--- src/design/oag_pkg.sv ---
// package: operand modes, fsm states and address helpers
package oag_pkg;

  localparam int RF_AW = 12;
  localparam int PM_AW = 16;
  localparam int DW    = 8;

  // upper nibble that marks the escaped working-register window
  localparam logic [3:0]       ESC_NIBBLE  = 4'hE;
  // odd partner of an even pair address
  localparam logic [RF_AW-1:0] PAIR_LO_BIT = 12'h001;

  typedef enum logic [3:0] {
    OAG_M_IMM           = 4'h0,
    OAG_M_WREG          = 4'h1,
    OAG_M_WPAIR         = 4'h2,
    OAG_M_REG           = 4'h3,
    OAG_M_REGPAIR       = 4'h4,
    OAG_M_IND_WREG      = 4'h5,
    OAG_M_IND_WPAIR_RF  = 4'h6,
    OAG_M_IND_WPAIR_PM  = 4'h7,
    OAG_M_IND_REG       = 4'h8,
    OAG_M_IND_REGPAIR   = 4'h9,
    OAG_M_INDEXED       = 4'hA,
    OAG_M_JP_ABS        = 4'hB,
    OAG_M_JP_REL        = 4'hC
  } oag_mode_t;

  typedef enum logic [4:0] {
    OAG_ST_IDLE  = 5'h01,
    OAG_ST_ISSUE = 5'h02,
    OAG_ST_WAIT  = 5'h04,
    OAG_ST_CAP   = 5'h08,
    OAG_ST_DONE  = 5'h10
  } oag_state_t;

  function automatic logic [3:0] rp_lo(input logic [7:0] rp);
    return rp[3:0];
  endfunction

  function automatic logic [3:0] rp_hi(input logic [7:0] rp);
    return rp[7:4];
  endfunction

  function automatic logic is_escaped(input logic [7:0] a);
    return a[7:4] == ESC_NIBBLE;
  endfunction

  function automatic logic [3:0] low_nib(input logic [7:0] a);
    return a[3:0];
  endfunction

  function automatic logic uses_work(input oag_mode_t m);
    return m inside {OAG_M_WREG, OAG_M_WPAIR, OAG_M_IND_WREG,
                     OAG_M_IND_WPAIR_RF, OAG_M_IND_WPAIR_PM, OAG_M_INDEXED};
  endfunction

  function automatic logic work_is_pair(input oag_mode_t m);
    return m inside {OAG_M_WPAIR, OAG_M_IND_WPAIR_RF, OAG_M_IND_WPAIR_PM};
  endfunction

endpackage

--- src/design/oag_map_if.sv ---
// interface: register window mapper request and result
`timescale 1ns/10ps
interface oag_map_if;
  logic [7:0]  rp;
  logic        use_work;
  logic        pair;
  logic [3:0]  wnum;
  logic [7:0]  addr8;
  logic [11:0] addr12;
  modport core   (output rp, use_work, pair, wnum, addr8, input addr12);
  modport mapper (input rp, use_work, pair, wnum, addr8, output addr12);
endinterface

--- src/design/oag_map.sv ---
// register window mapper: 4-bit and 8-bit names to 12-bit addresses
`timescale 1ns/10ps
module oag_map
  import oag_pkg::*;
(
  // request and result
  oag_map_if.mapper m
);

  logic [3:0] wn;

  always_comb begin
    // pairs live on even numbers, odd request bit is dropped
    wn = m.pair ? {m.wnum[3:1], 1'b0} : m.wnum;
    if (m.use_work) begin
      m.addr12 = {rp_lo(m.rp), rp_hi(m.rp), wn};
    end else if (is_escaped(m.addr8)) begin
      m.addr12 = {rp_lo(m.rp), rp_hi(m.rp), low_nib(m.addr8)};
    end else begin
      m.addr12 = {rp_lo(m.rp), m.addr8};
    end
  end

endmodule // oag_map

--- src/design/oag_addr_gen.sv ---
// operand address generator: sequencer, operand reads and jump targets
// Summary of operation
// - working register address: pointer low, pointer high, number
// - working pair uses even numbers only, same pointer nibble prefix
// - register 00h-DFh or F0h-FFh maps to pointer low then the address
// - escaped E0h-EFh maps to pointer low, high, address low nibble
// - escaped and normal mapping apply to register pairs as well
// - indirect working register: its byte, prefixed by pointer low nibble
// - indirect working pair gives 12-bit file or 16-bit program address
// - indirect register: fetched byte prefixed by pointer low nibble
// - indirect register pair gives a 16-bit program address
// - indexed: base plus signed register offset, pointer low prefix
// - absolute jump loads program counter with the 16-bit target
// - conditional jumps carry a 4-bit condition field to the flag test
`timescale 1ns/10ps
module oag_addr_gen
  import oag_pkg::*;
(
  // clock and reset
  input  wire logic              sys_clk,
  input  wire logic              rst_n,
  // operand request from decode
  input  wire logic              req_valid,
  output logic                   req_ready,
  input  wire oag_mode_t         req_mode,
  input  wire logic [7:0]        reg_window_pointer,
  input  wire logic [3:0]        work_reg_n,
  input  wire logic [7:0]        reg_addr8,
  input  wire logic [PM_AW-1:0]  direct_jump_target,
  input  wire logic [7:0]        relative_jump_offset,
  input  wire logic [PM_AW-1:0]  next_pc,
  input  wire logic [3:0]        condition_field,
  // operand result
  output logic                   done,
  output logic [RF_AW-1:0]       rf_addr,
  output logic [PM_AW-1:0]       pm_addr,
  output logic [DW-1:0]          immediate_operand,
  output logic                   pc_load,
  output logic [PM_AW-1:0]       new_pc,
  output logic [3:0]             cond_out,
  // register file read port, data one cycle after enable
  output logic                   rf_rd_en,
  output logic [RF_AW-1:0]       rf_rd_addr,
  input  wire logic [DW-1:0]     rf_rd_data,
  // program memory read port, data one cycle after enable
  output logic                   pm_rd_en,
  output logic [PM_AW-1:0]       pm_rd_addr,
  input  wire logic [DW-1:0]     pm_rd_data
);

  oag_state_t        state_r,   state_nxt;
  oag_mode_t         mode_r,    mode_nxt;
  logic [7:0]        rp_r,      rp_nxt;
  logic [3:0]        wn_r,      wn_nxt;
  logic [7:0]        a8_r,      a8_nxt;
  logic [PM_AW-1:0]  tgt_r,     tgt_nxt;
  logic [7:0]        off_r,     off_nxt;
  logic [PM_AW-1:0]  npc_r,     npc_nxt;
  logic [3:0]        cc_r,      cc_nxt;
  logic [DW-1:0]     hi_r,      hi_nxt;
  logic              second_r,  second_nxt;
  logic [RF_AW-1:0]  rfa_r,     rfa_nxt;
  logic [PM_AW-1:0]  pma_r,     pma_nxt;
  logic [DW-1:0]     imm_r,     imm_nxt;
  logic              pcl_r,     pcl_nxt;
  logic [PM_AW-1:0]  npcq_r,    npcq_nxt;
  logic              rfen_r,    rfen_nxt;
  logic [RF_AW-1:0]  rfra_r,    rfra_nxt;
  logic              pmen_r,    pmen_nxt;
  logic [PM_AW-1:0]  pmra_r,    pmra_nxt;

  oag_map_if mif ();

  oag_map u_map (
    .m (mif.mapper)
  );

  // mapper sees only captured operands, so no input path reaches it
  assign mif.rp       = rp_r;
  assign mif.use_work = uses_work(mode_r);
  assign mif.pair     = work_is_pair(mode_r);
  assign mif.wnum     = wn_r;
  assign mif.addr8    = a8_r;

  assign req_ready         = (state_r == OAG_ST_IDLE);
  assign done              = (state_r == OAG_ST_DONE);
  assign rf_addr           = rfa_r;
  assign pm_addr           = pma_r;
  assign immediate_operand = imm_r;
  assign pc_load           = pcl_r;
  assign new_pc            = npcq_r;
  assign cond_out          = cc_r;
  assign rf_rd_en          = rfen_r;
  assign rf_rd_addr        = rfra_r;
  assign pm_rd_en          = pmen_r;
  assign pm_rd_addr        = pmra_r;

  always_comb begin
    state_nxt  = state_r;
    mode_nxt   = mode_r;
    rp_nxt     = rp_r;
    wn_nxt     = wn_r;
    a8_nxt     = a8_r;
    tgt_nxt    = tgt_r;
    off_nxt    = off_r;
    npc_nxt    = npc_r;
    cc_nxt     = cc_r;
    hi_nxt     = hi_r;
    second_nxt = second_r;
    rfa_nxt    = rfa_r;
    pma_nxt    = pma_r;
    imm_nxt    = imm_r;
    npcq_nxt   = npcq_r;
    rfra_nxt   = rfra_r;
    pmra_nxt   = pmra_r;
    pcl_nxt    = 1'b0;
    rfen_nxt   = 1'b0;
    pmen_nxt   = 1'b0;
    unique case (state_r)
      OAG_ST_IDLE: begin
        if (req_valid) begin
          mode_nxt   = req_mode;
          rp_nxt     = reg_window_pointer;
          wn_nxt     = work_reg_n;
          a8_nxt     = reg_addr8;
          tgt_nxt    = direct_jump_target;
          off_nxt    = relative_jump_offset;
          npc_nxt    = next_pc;
          cc_nxt     = condition_field;
          second_nxt = 1'b0;
          state_nxt  = OAG_ST_ISSUE;
        end
      end
      OAG_ST_ISSUE: begin
        state_nxt = OAG_ST_WAIT;
        unique case (mode_r)
          OAG_M_IMM: begin
            pmen_nxt = 1'b1;
            pmra_nxt = npc_r;
          end
          OAG_M_WREG, OAG_M_WPAIR, OAG_M_REG, OAG_M_REGPAIR: begin
            rfa_nxt   = mif.addr12;
            state_nxt = OAG_ST_DONE;
          end
          OAG_M_JP_ABS: begin
            npcq_nxt  = tgt_r;
            pcl_nxt   = 1'b1;
            state_nxt = OAG_ST_DONE;
          end
          OAG_M_JP_REL: begin
            npcq_nxt  = npc_r + {{8{off_r[7]}}, off_r};
            pcl_nxt   = 1'b1;
            state_nxt = OAG_ST_DONE;
          end
          default: begin
            rfen_nxt = 1'b1;
            rfra_nxt = mif.addr12;
          end
        endcase
      end
      OAG_ST_WAIT: begin
        state_nxt = OAG_ST_CAP;
      end
      OAG_ST_CAP: begin
        state_nxt = OAG_ST_DONE;
        unique case (mode_r)
          OAG_M_IMM: begin
            imm_nxt = pm_rd_data;
          end
          OAG_M_IND_WREG, OAG_M_IND_REG: begin
            rfa_nxt = {rp_lo(rp_r), rf_rd_data};
          end
          OAG_M_INDEXED: begin
            // signed offset: 8-bit wrap equals two's complement add
            rfa_nxt = {rp_lo(rp_r), 8'(a8_r + rf_rd_data)};
          end
          default: begin
            if (!second_r) begin
              hi_nxt     = rf_rd_data;
              second_nxt = 1'b1;
              rfen_nxt   = 1'b1;
              rfra_nxt   = rfra_r | PAIR_LO_BIT;
              state_nxt  = OAG_ST_WAIT;
            end else if (mode_r == OAG_M_IND_WPAIR_RF) begin
              rfa_nxt = {rp_lo(hi_r), rf_rd_data};
            end else begin
              pma_nxt = {hi_r, rf_rd_data};
            end
          end
        endcase
      end
      OAG_ST_DONE: begin
        state_nxt = OAG_ST_IDLE;
      end
    endcase
  end

  always_ff @(posedge sys_clk or negedge rst_n) begin
    if (!rst_n) begin
      state_r  <= OAG_ST_IDLE;
      mode_r   <= OAG_M_IMM;
      rp_r     <= 8'h00;
      wn_r     <= 4'h0;
      a8_r     <= 8'h00;
      tgt_r    <= 16'h0000;
      off_r    <= 8'h00;
      npc_r    <= 16'h0000;
      cc_r     <= 4'h0;
      hi_r     <= 8'h00;
      second_r <= 1'b0;
      rfa_r    <= 12'h000;
      pma_r    <= 16'h0000;
      imm_r    <= 8'h00;
      pcl_r    <= 1'b0;
      npcq_r   <= 16'h0000;
      rfen_r   <= 1'b0;
      rfra_r   <= 12'h000;
      pmen_r   <= 1'b0;
      pmra_r   <= 16'h0000;
    end else begin
      state_r  <= state_nxt;
      mode_r   <= mode_nxt;
      rp_r     <= rp_nxt;
      wn_r     <= wn_nxt;
      a8_r     <= a8_nxt;
      tgt_r    <= tgt_nxt;
      off_r    <= off_nxt;
      npc_r    <= npc_nxt;
      cc_r     <= cc_nxt;
      hi_r     <= hi_nxt;
      second_r <= second_nxt;
      rfa_r    <= rfa_nxt;
      pma_r    <= pma_nxt;
      imm_r    <= imm_nxt;
      pcl_r    <= pcl_nxt;
      npcq_r   <= npcq_nxt;
      rfen_r   <= rfen_nxt;
      rfra_r   <= rfra_nxt;
      pmen_r   <= pmen_nxt;
      pmra_r   <= pmra_nxt;
    end
  end
endmodule // oag_addr_gen

--- config.mk ---
export PLATFORM = sky130hd
export DESIGN_NAME = oag_addr_gen
export DESIGN_NICKNAME = d
export VERILOG_FILES = /design/src/design/oag_pkg.sv /design/src/design/oag_map_if.sv /design/src/design/oag_map.sv /design/src/design/oag_addr_gen.sv
export SDC_FILE = /design/constraint.sdc
export NUM_CORES = 1
export LEC_CHECK = 0
export BUFFER_PORTS_ARGS = -buffer_cell sky130_fd_sc_hd__buf_4
export CAP_MARGIN = 20
export CORE_MARGIN = 4
export CORE_UTILIZATION = 50
export CTS_CLUSTER_DIAMETER = 40
export DETAILED_ROUTE_END_ITERATION = 6
export GPL_TIMING_DRIVEN = 0
export PLACE_DENSITY = 0.73
export SETUP_SLACK_MARGIN = 0.02
export SLEW_MARGIN = 15
export SYNTH_ARGS = -nofsm -noshare
export SYNTH_HDL_FRONTEND = slang
export SYNTH_SLANG_ARGS = --single-unit
--- constraint.sdc ---
create_clock -name sys_clk -period 4.37 [get_ports sys_clk]
set_clock_uncertainty 0.05 [all_clocks]
set_input_delay 0.874 -clock sys_clk [delete_from_list [all_inputs] [get_ports sys_clk]]
set_output_delay 0.874 -clock sys_clk [all_outputs]
set_load 0.01 [all_outputs]
==> results.yml <==
synth:
  async_reset_ff_share_pct: 100
  synth-seq-cells: 165
  synthTopCellsByArea: "dfrtp_1 52%, mux2_2 15%, nand2_1 4.6%, ha_1 3.5%, a21oi_1 2.2%"
  yosys.area.top_type: "dfrtp_1"
  synth_edf_count: 0
  yosys_warnings: 0
  synth_top_area_share_pct: 52.2
  syn_nets: 800
  netlist_area_sq_um: 7860
  synth_cell_type_count: 61
  syn_area_per_cell_sq_um: 11.4
  synth_cells: 689
  synth_ff_type: "dfrtp_1"
  ys_seq_area_share_pct: 52.5
floorplanning:
  core-area_sq_um: 15300
  die_h_microns: 133
  dieArea_sq_um: 17800
  num_rows: 45
  io_pins: 176
  initial_core_util_pct: 51.3
  fp.dieW_microns: 133
clock_tree:
  clock-sinks: 165
  clkTransAtPathRegs_ps: 60
  holdBufCountCts: 0
  cts_tree: "yes"
  cts_buffer_depth: 2
  post_cts_resized: 0
  clk_latency_ps: 430
  ctsHtreeMaxLevel: 4
  root_buffer: "clkbuf_16"
  cts_buffers: 17
  postCtsSetupBuffers: 0
timing:
  final.min_clock_period_ps: 2780
  fmax_mhz: 359
  tightest_slew_ps: 778
  hold_violations: 0
  final-setup-viol-count: 0
  period_share_pct: 63.7
  rsz0062_at_grt: "false"
  tns_ps: 0
  finalMaxSlewViolations: 0
  max-slew-margin-rel_pct: 48.2
worst_setup_path:
  end_kind: "flop"
  path_class: "flop to flop"
  cp-start-kind: "flop"
  cp_top_family: "compound AO/OA/AOI/OAI gates"
  arrival_ps: 3050
  slowest_stage: "o41ai_1"
  cp.required_ps: 4640
  worstPathMaxFanout: 4
  critPathBufInv: 0
  slowest_delay_ps: 480
  crit_chain: "ha_1, fa_1, a211oi_1, o21a_1, nor3b_1, o41ai_1, mux2i_1, nand2_1"
cells_and_area:
  mostFrequentLayoutCells: "175 x buf_4, 164 x dfrtp_1, 107 x mux2_2, 97 x nand2_1"
  area_delta_synth_final_pct: 28.2
  fin_area_sq_um: 10100
  final_common_cell: "buf_4"
  diodes: 0
  final_util_pct: 65.8
  nets: 995
  fillCellCount: 1217
  layout-drive-gt1-share_pct: 37.3
route:
  drtPass1Iterations: 5
  drc: 0
  drt_iter0_drc: 528
  wirelength_mm: 20.3
  num_vias: 6163
  avgViaCountPerCell: 5.56
  wl_per_cell_microns: 18.3
  ant_nets: 0
placement:
  io_buffers: 175
  dpl_cell_area_sq_um: 9480
  gp_congestion: 0.895
  dpl.hpwl_mm: 15.2
global_routing:
  grt_max_degree: 88
  antenna_found_initial: 0
  grt_overflow_total: 0
  grt_pass1_wl_mm: 33.3
  grt_pass1_vias: 6386
  track_usage_pct: 23.5
power:
  pwr-share-clk_pct: 20.7
  p_switching_uw: 2790
  power_per_cell_area_nw_per_um2: 736
  comb_power_share_pct: 43.8
  p_leak_uw: 0.00494
  swShare_pct: 37.7
  pwr-share-seq_pct: 35.5
  p_int_uw: 4630
  peakVddDrop_mv: 0.408
status:
  status: "completed"
job:
  max-cap-violations: 0
min_path:
  worstHoldPathType: "primary input to asynchronous set/reset pin"
[cell families (layout without fill, tap and decap cells)]
family / count (synthesis) / in the layout / synth area share (%)
AND/OR/NAND/NOR: 206 / 206 / 12.6
flip-flops: 165 / 165 / 52.5
AO/OA/AOI/OAI: 130 / 130 / 10.6
multiplexers: 123 / 123 / 17.4
buffers and inverters: 32 / 240 / 1.85
adder cells (fa/ha/maj): 24 / 24 / 4.01
XOR/XNOR: 9 / 9 / 1.00
[synth_stat cells (14+ instances only)]
library cell  number
nand2_1           97
nor2_1            35
a21oi_1           35
mux2_2           107
o21ai_0           33
mux2i_1           15
dfrtp_1          164
nor3_1            14
and3_1            14
ha_1              22
clkbuf_1          14
[worst paths after layout]
kind | depth (start not counted) | start | end | slack [ps]
worst min-delay path | 1 | rst_n | rf_rd_addr[9]$_DFFE_PN0P_ | 360
min in group sys_clk | 2 | pm_rd_addr[14]$_DFFE_PN0P_ | pm_rd_addr[14]$_DFFE_PN0P_ | 430
worst max-delay path | 8 | npc_r[0]$_DFFE_PN0P_ | new_pc[12]$_DFFE_PN0P_ | 1590
worst max register to register | 8 | npc_r[0]$_DFFE_PN0P_ | new_pc[12]$_DFFE_PN0P_ | 1590
worst min register to register | 2 | pm_rd_addr[14]$_DFFE_PN0P_ | pm_rd_addr[14]$_DFFE_PN0P_ | 430
max in group asynchronous | 2 | rst_n | mode_r[1]$_DFFE_PN0P_ | 3060
[sequential cells by signal (all words and copies together), names as in the netlist, 8 cells and up]
signal / cells
pm_addr: 16
a8_r: 8
immediate_operand: 8
hi_r: 8
new_pc: 16
npc_r: 16
tgt_r: 16
off_r: 8
rf_rd_addr: 12
pm_rd_addr: 16
rf_addr: 12
mif.rp: 8
[layer usage]
layer	up-vias	GRT usage, %	part of all wire, %
li1	2868	-	-
met1	3058	31.8	43
met2	214	38.1	48
met3	23	6.46	6.8
met4	0	5.83	1.5
met5	-	0	0
[area by class of cell]
cell class                 instances  area (sq um)  area share (%)
clock inverter                    12           140            1.39
tap                              211           264            2.62
buffer                            29           134            1.33
inverter                           3          11.3           0.112
sequential                       165          4130            41.0
clock buffer                      20           467            4.63
timing repair buffer             176          1350            13.4
multi-input combinational        492          3590            35.6
[power by group through the flow]
stage                     registers, uW  clock network (uW)  logic [uW]
final                              2630                1540        3250
after floorplan                    2650                   0        2030
after global routing               2710                1630        3590
after CTS                          2630                1560        3250
after global placement             2610                   0        3120
after detailed placement           2650                   0        3230
[through the flow]
step / setup slack, ps / hold WS [ps] / total power (uW) / std cells
after floorplan: 1780 / 409 / 4680 / 689
after global placement: 1470 / 413 / 5730 / 1075
after detailed placement: 1430 / 415 / 5880 / 1076
after CTS: 1630 / 396 / 7440 / 1108
after global routing: 1440 / 401 / 7930 / 1108
final: 1590 / 360 / 7420 / 1108
No activity file was read; power rests on OpenSTA's default activity.
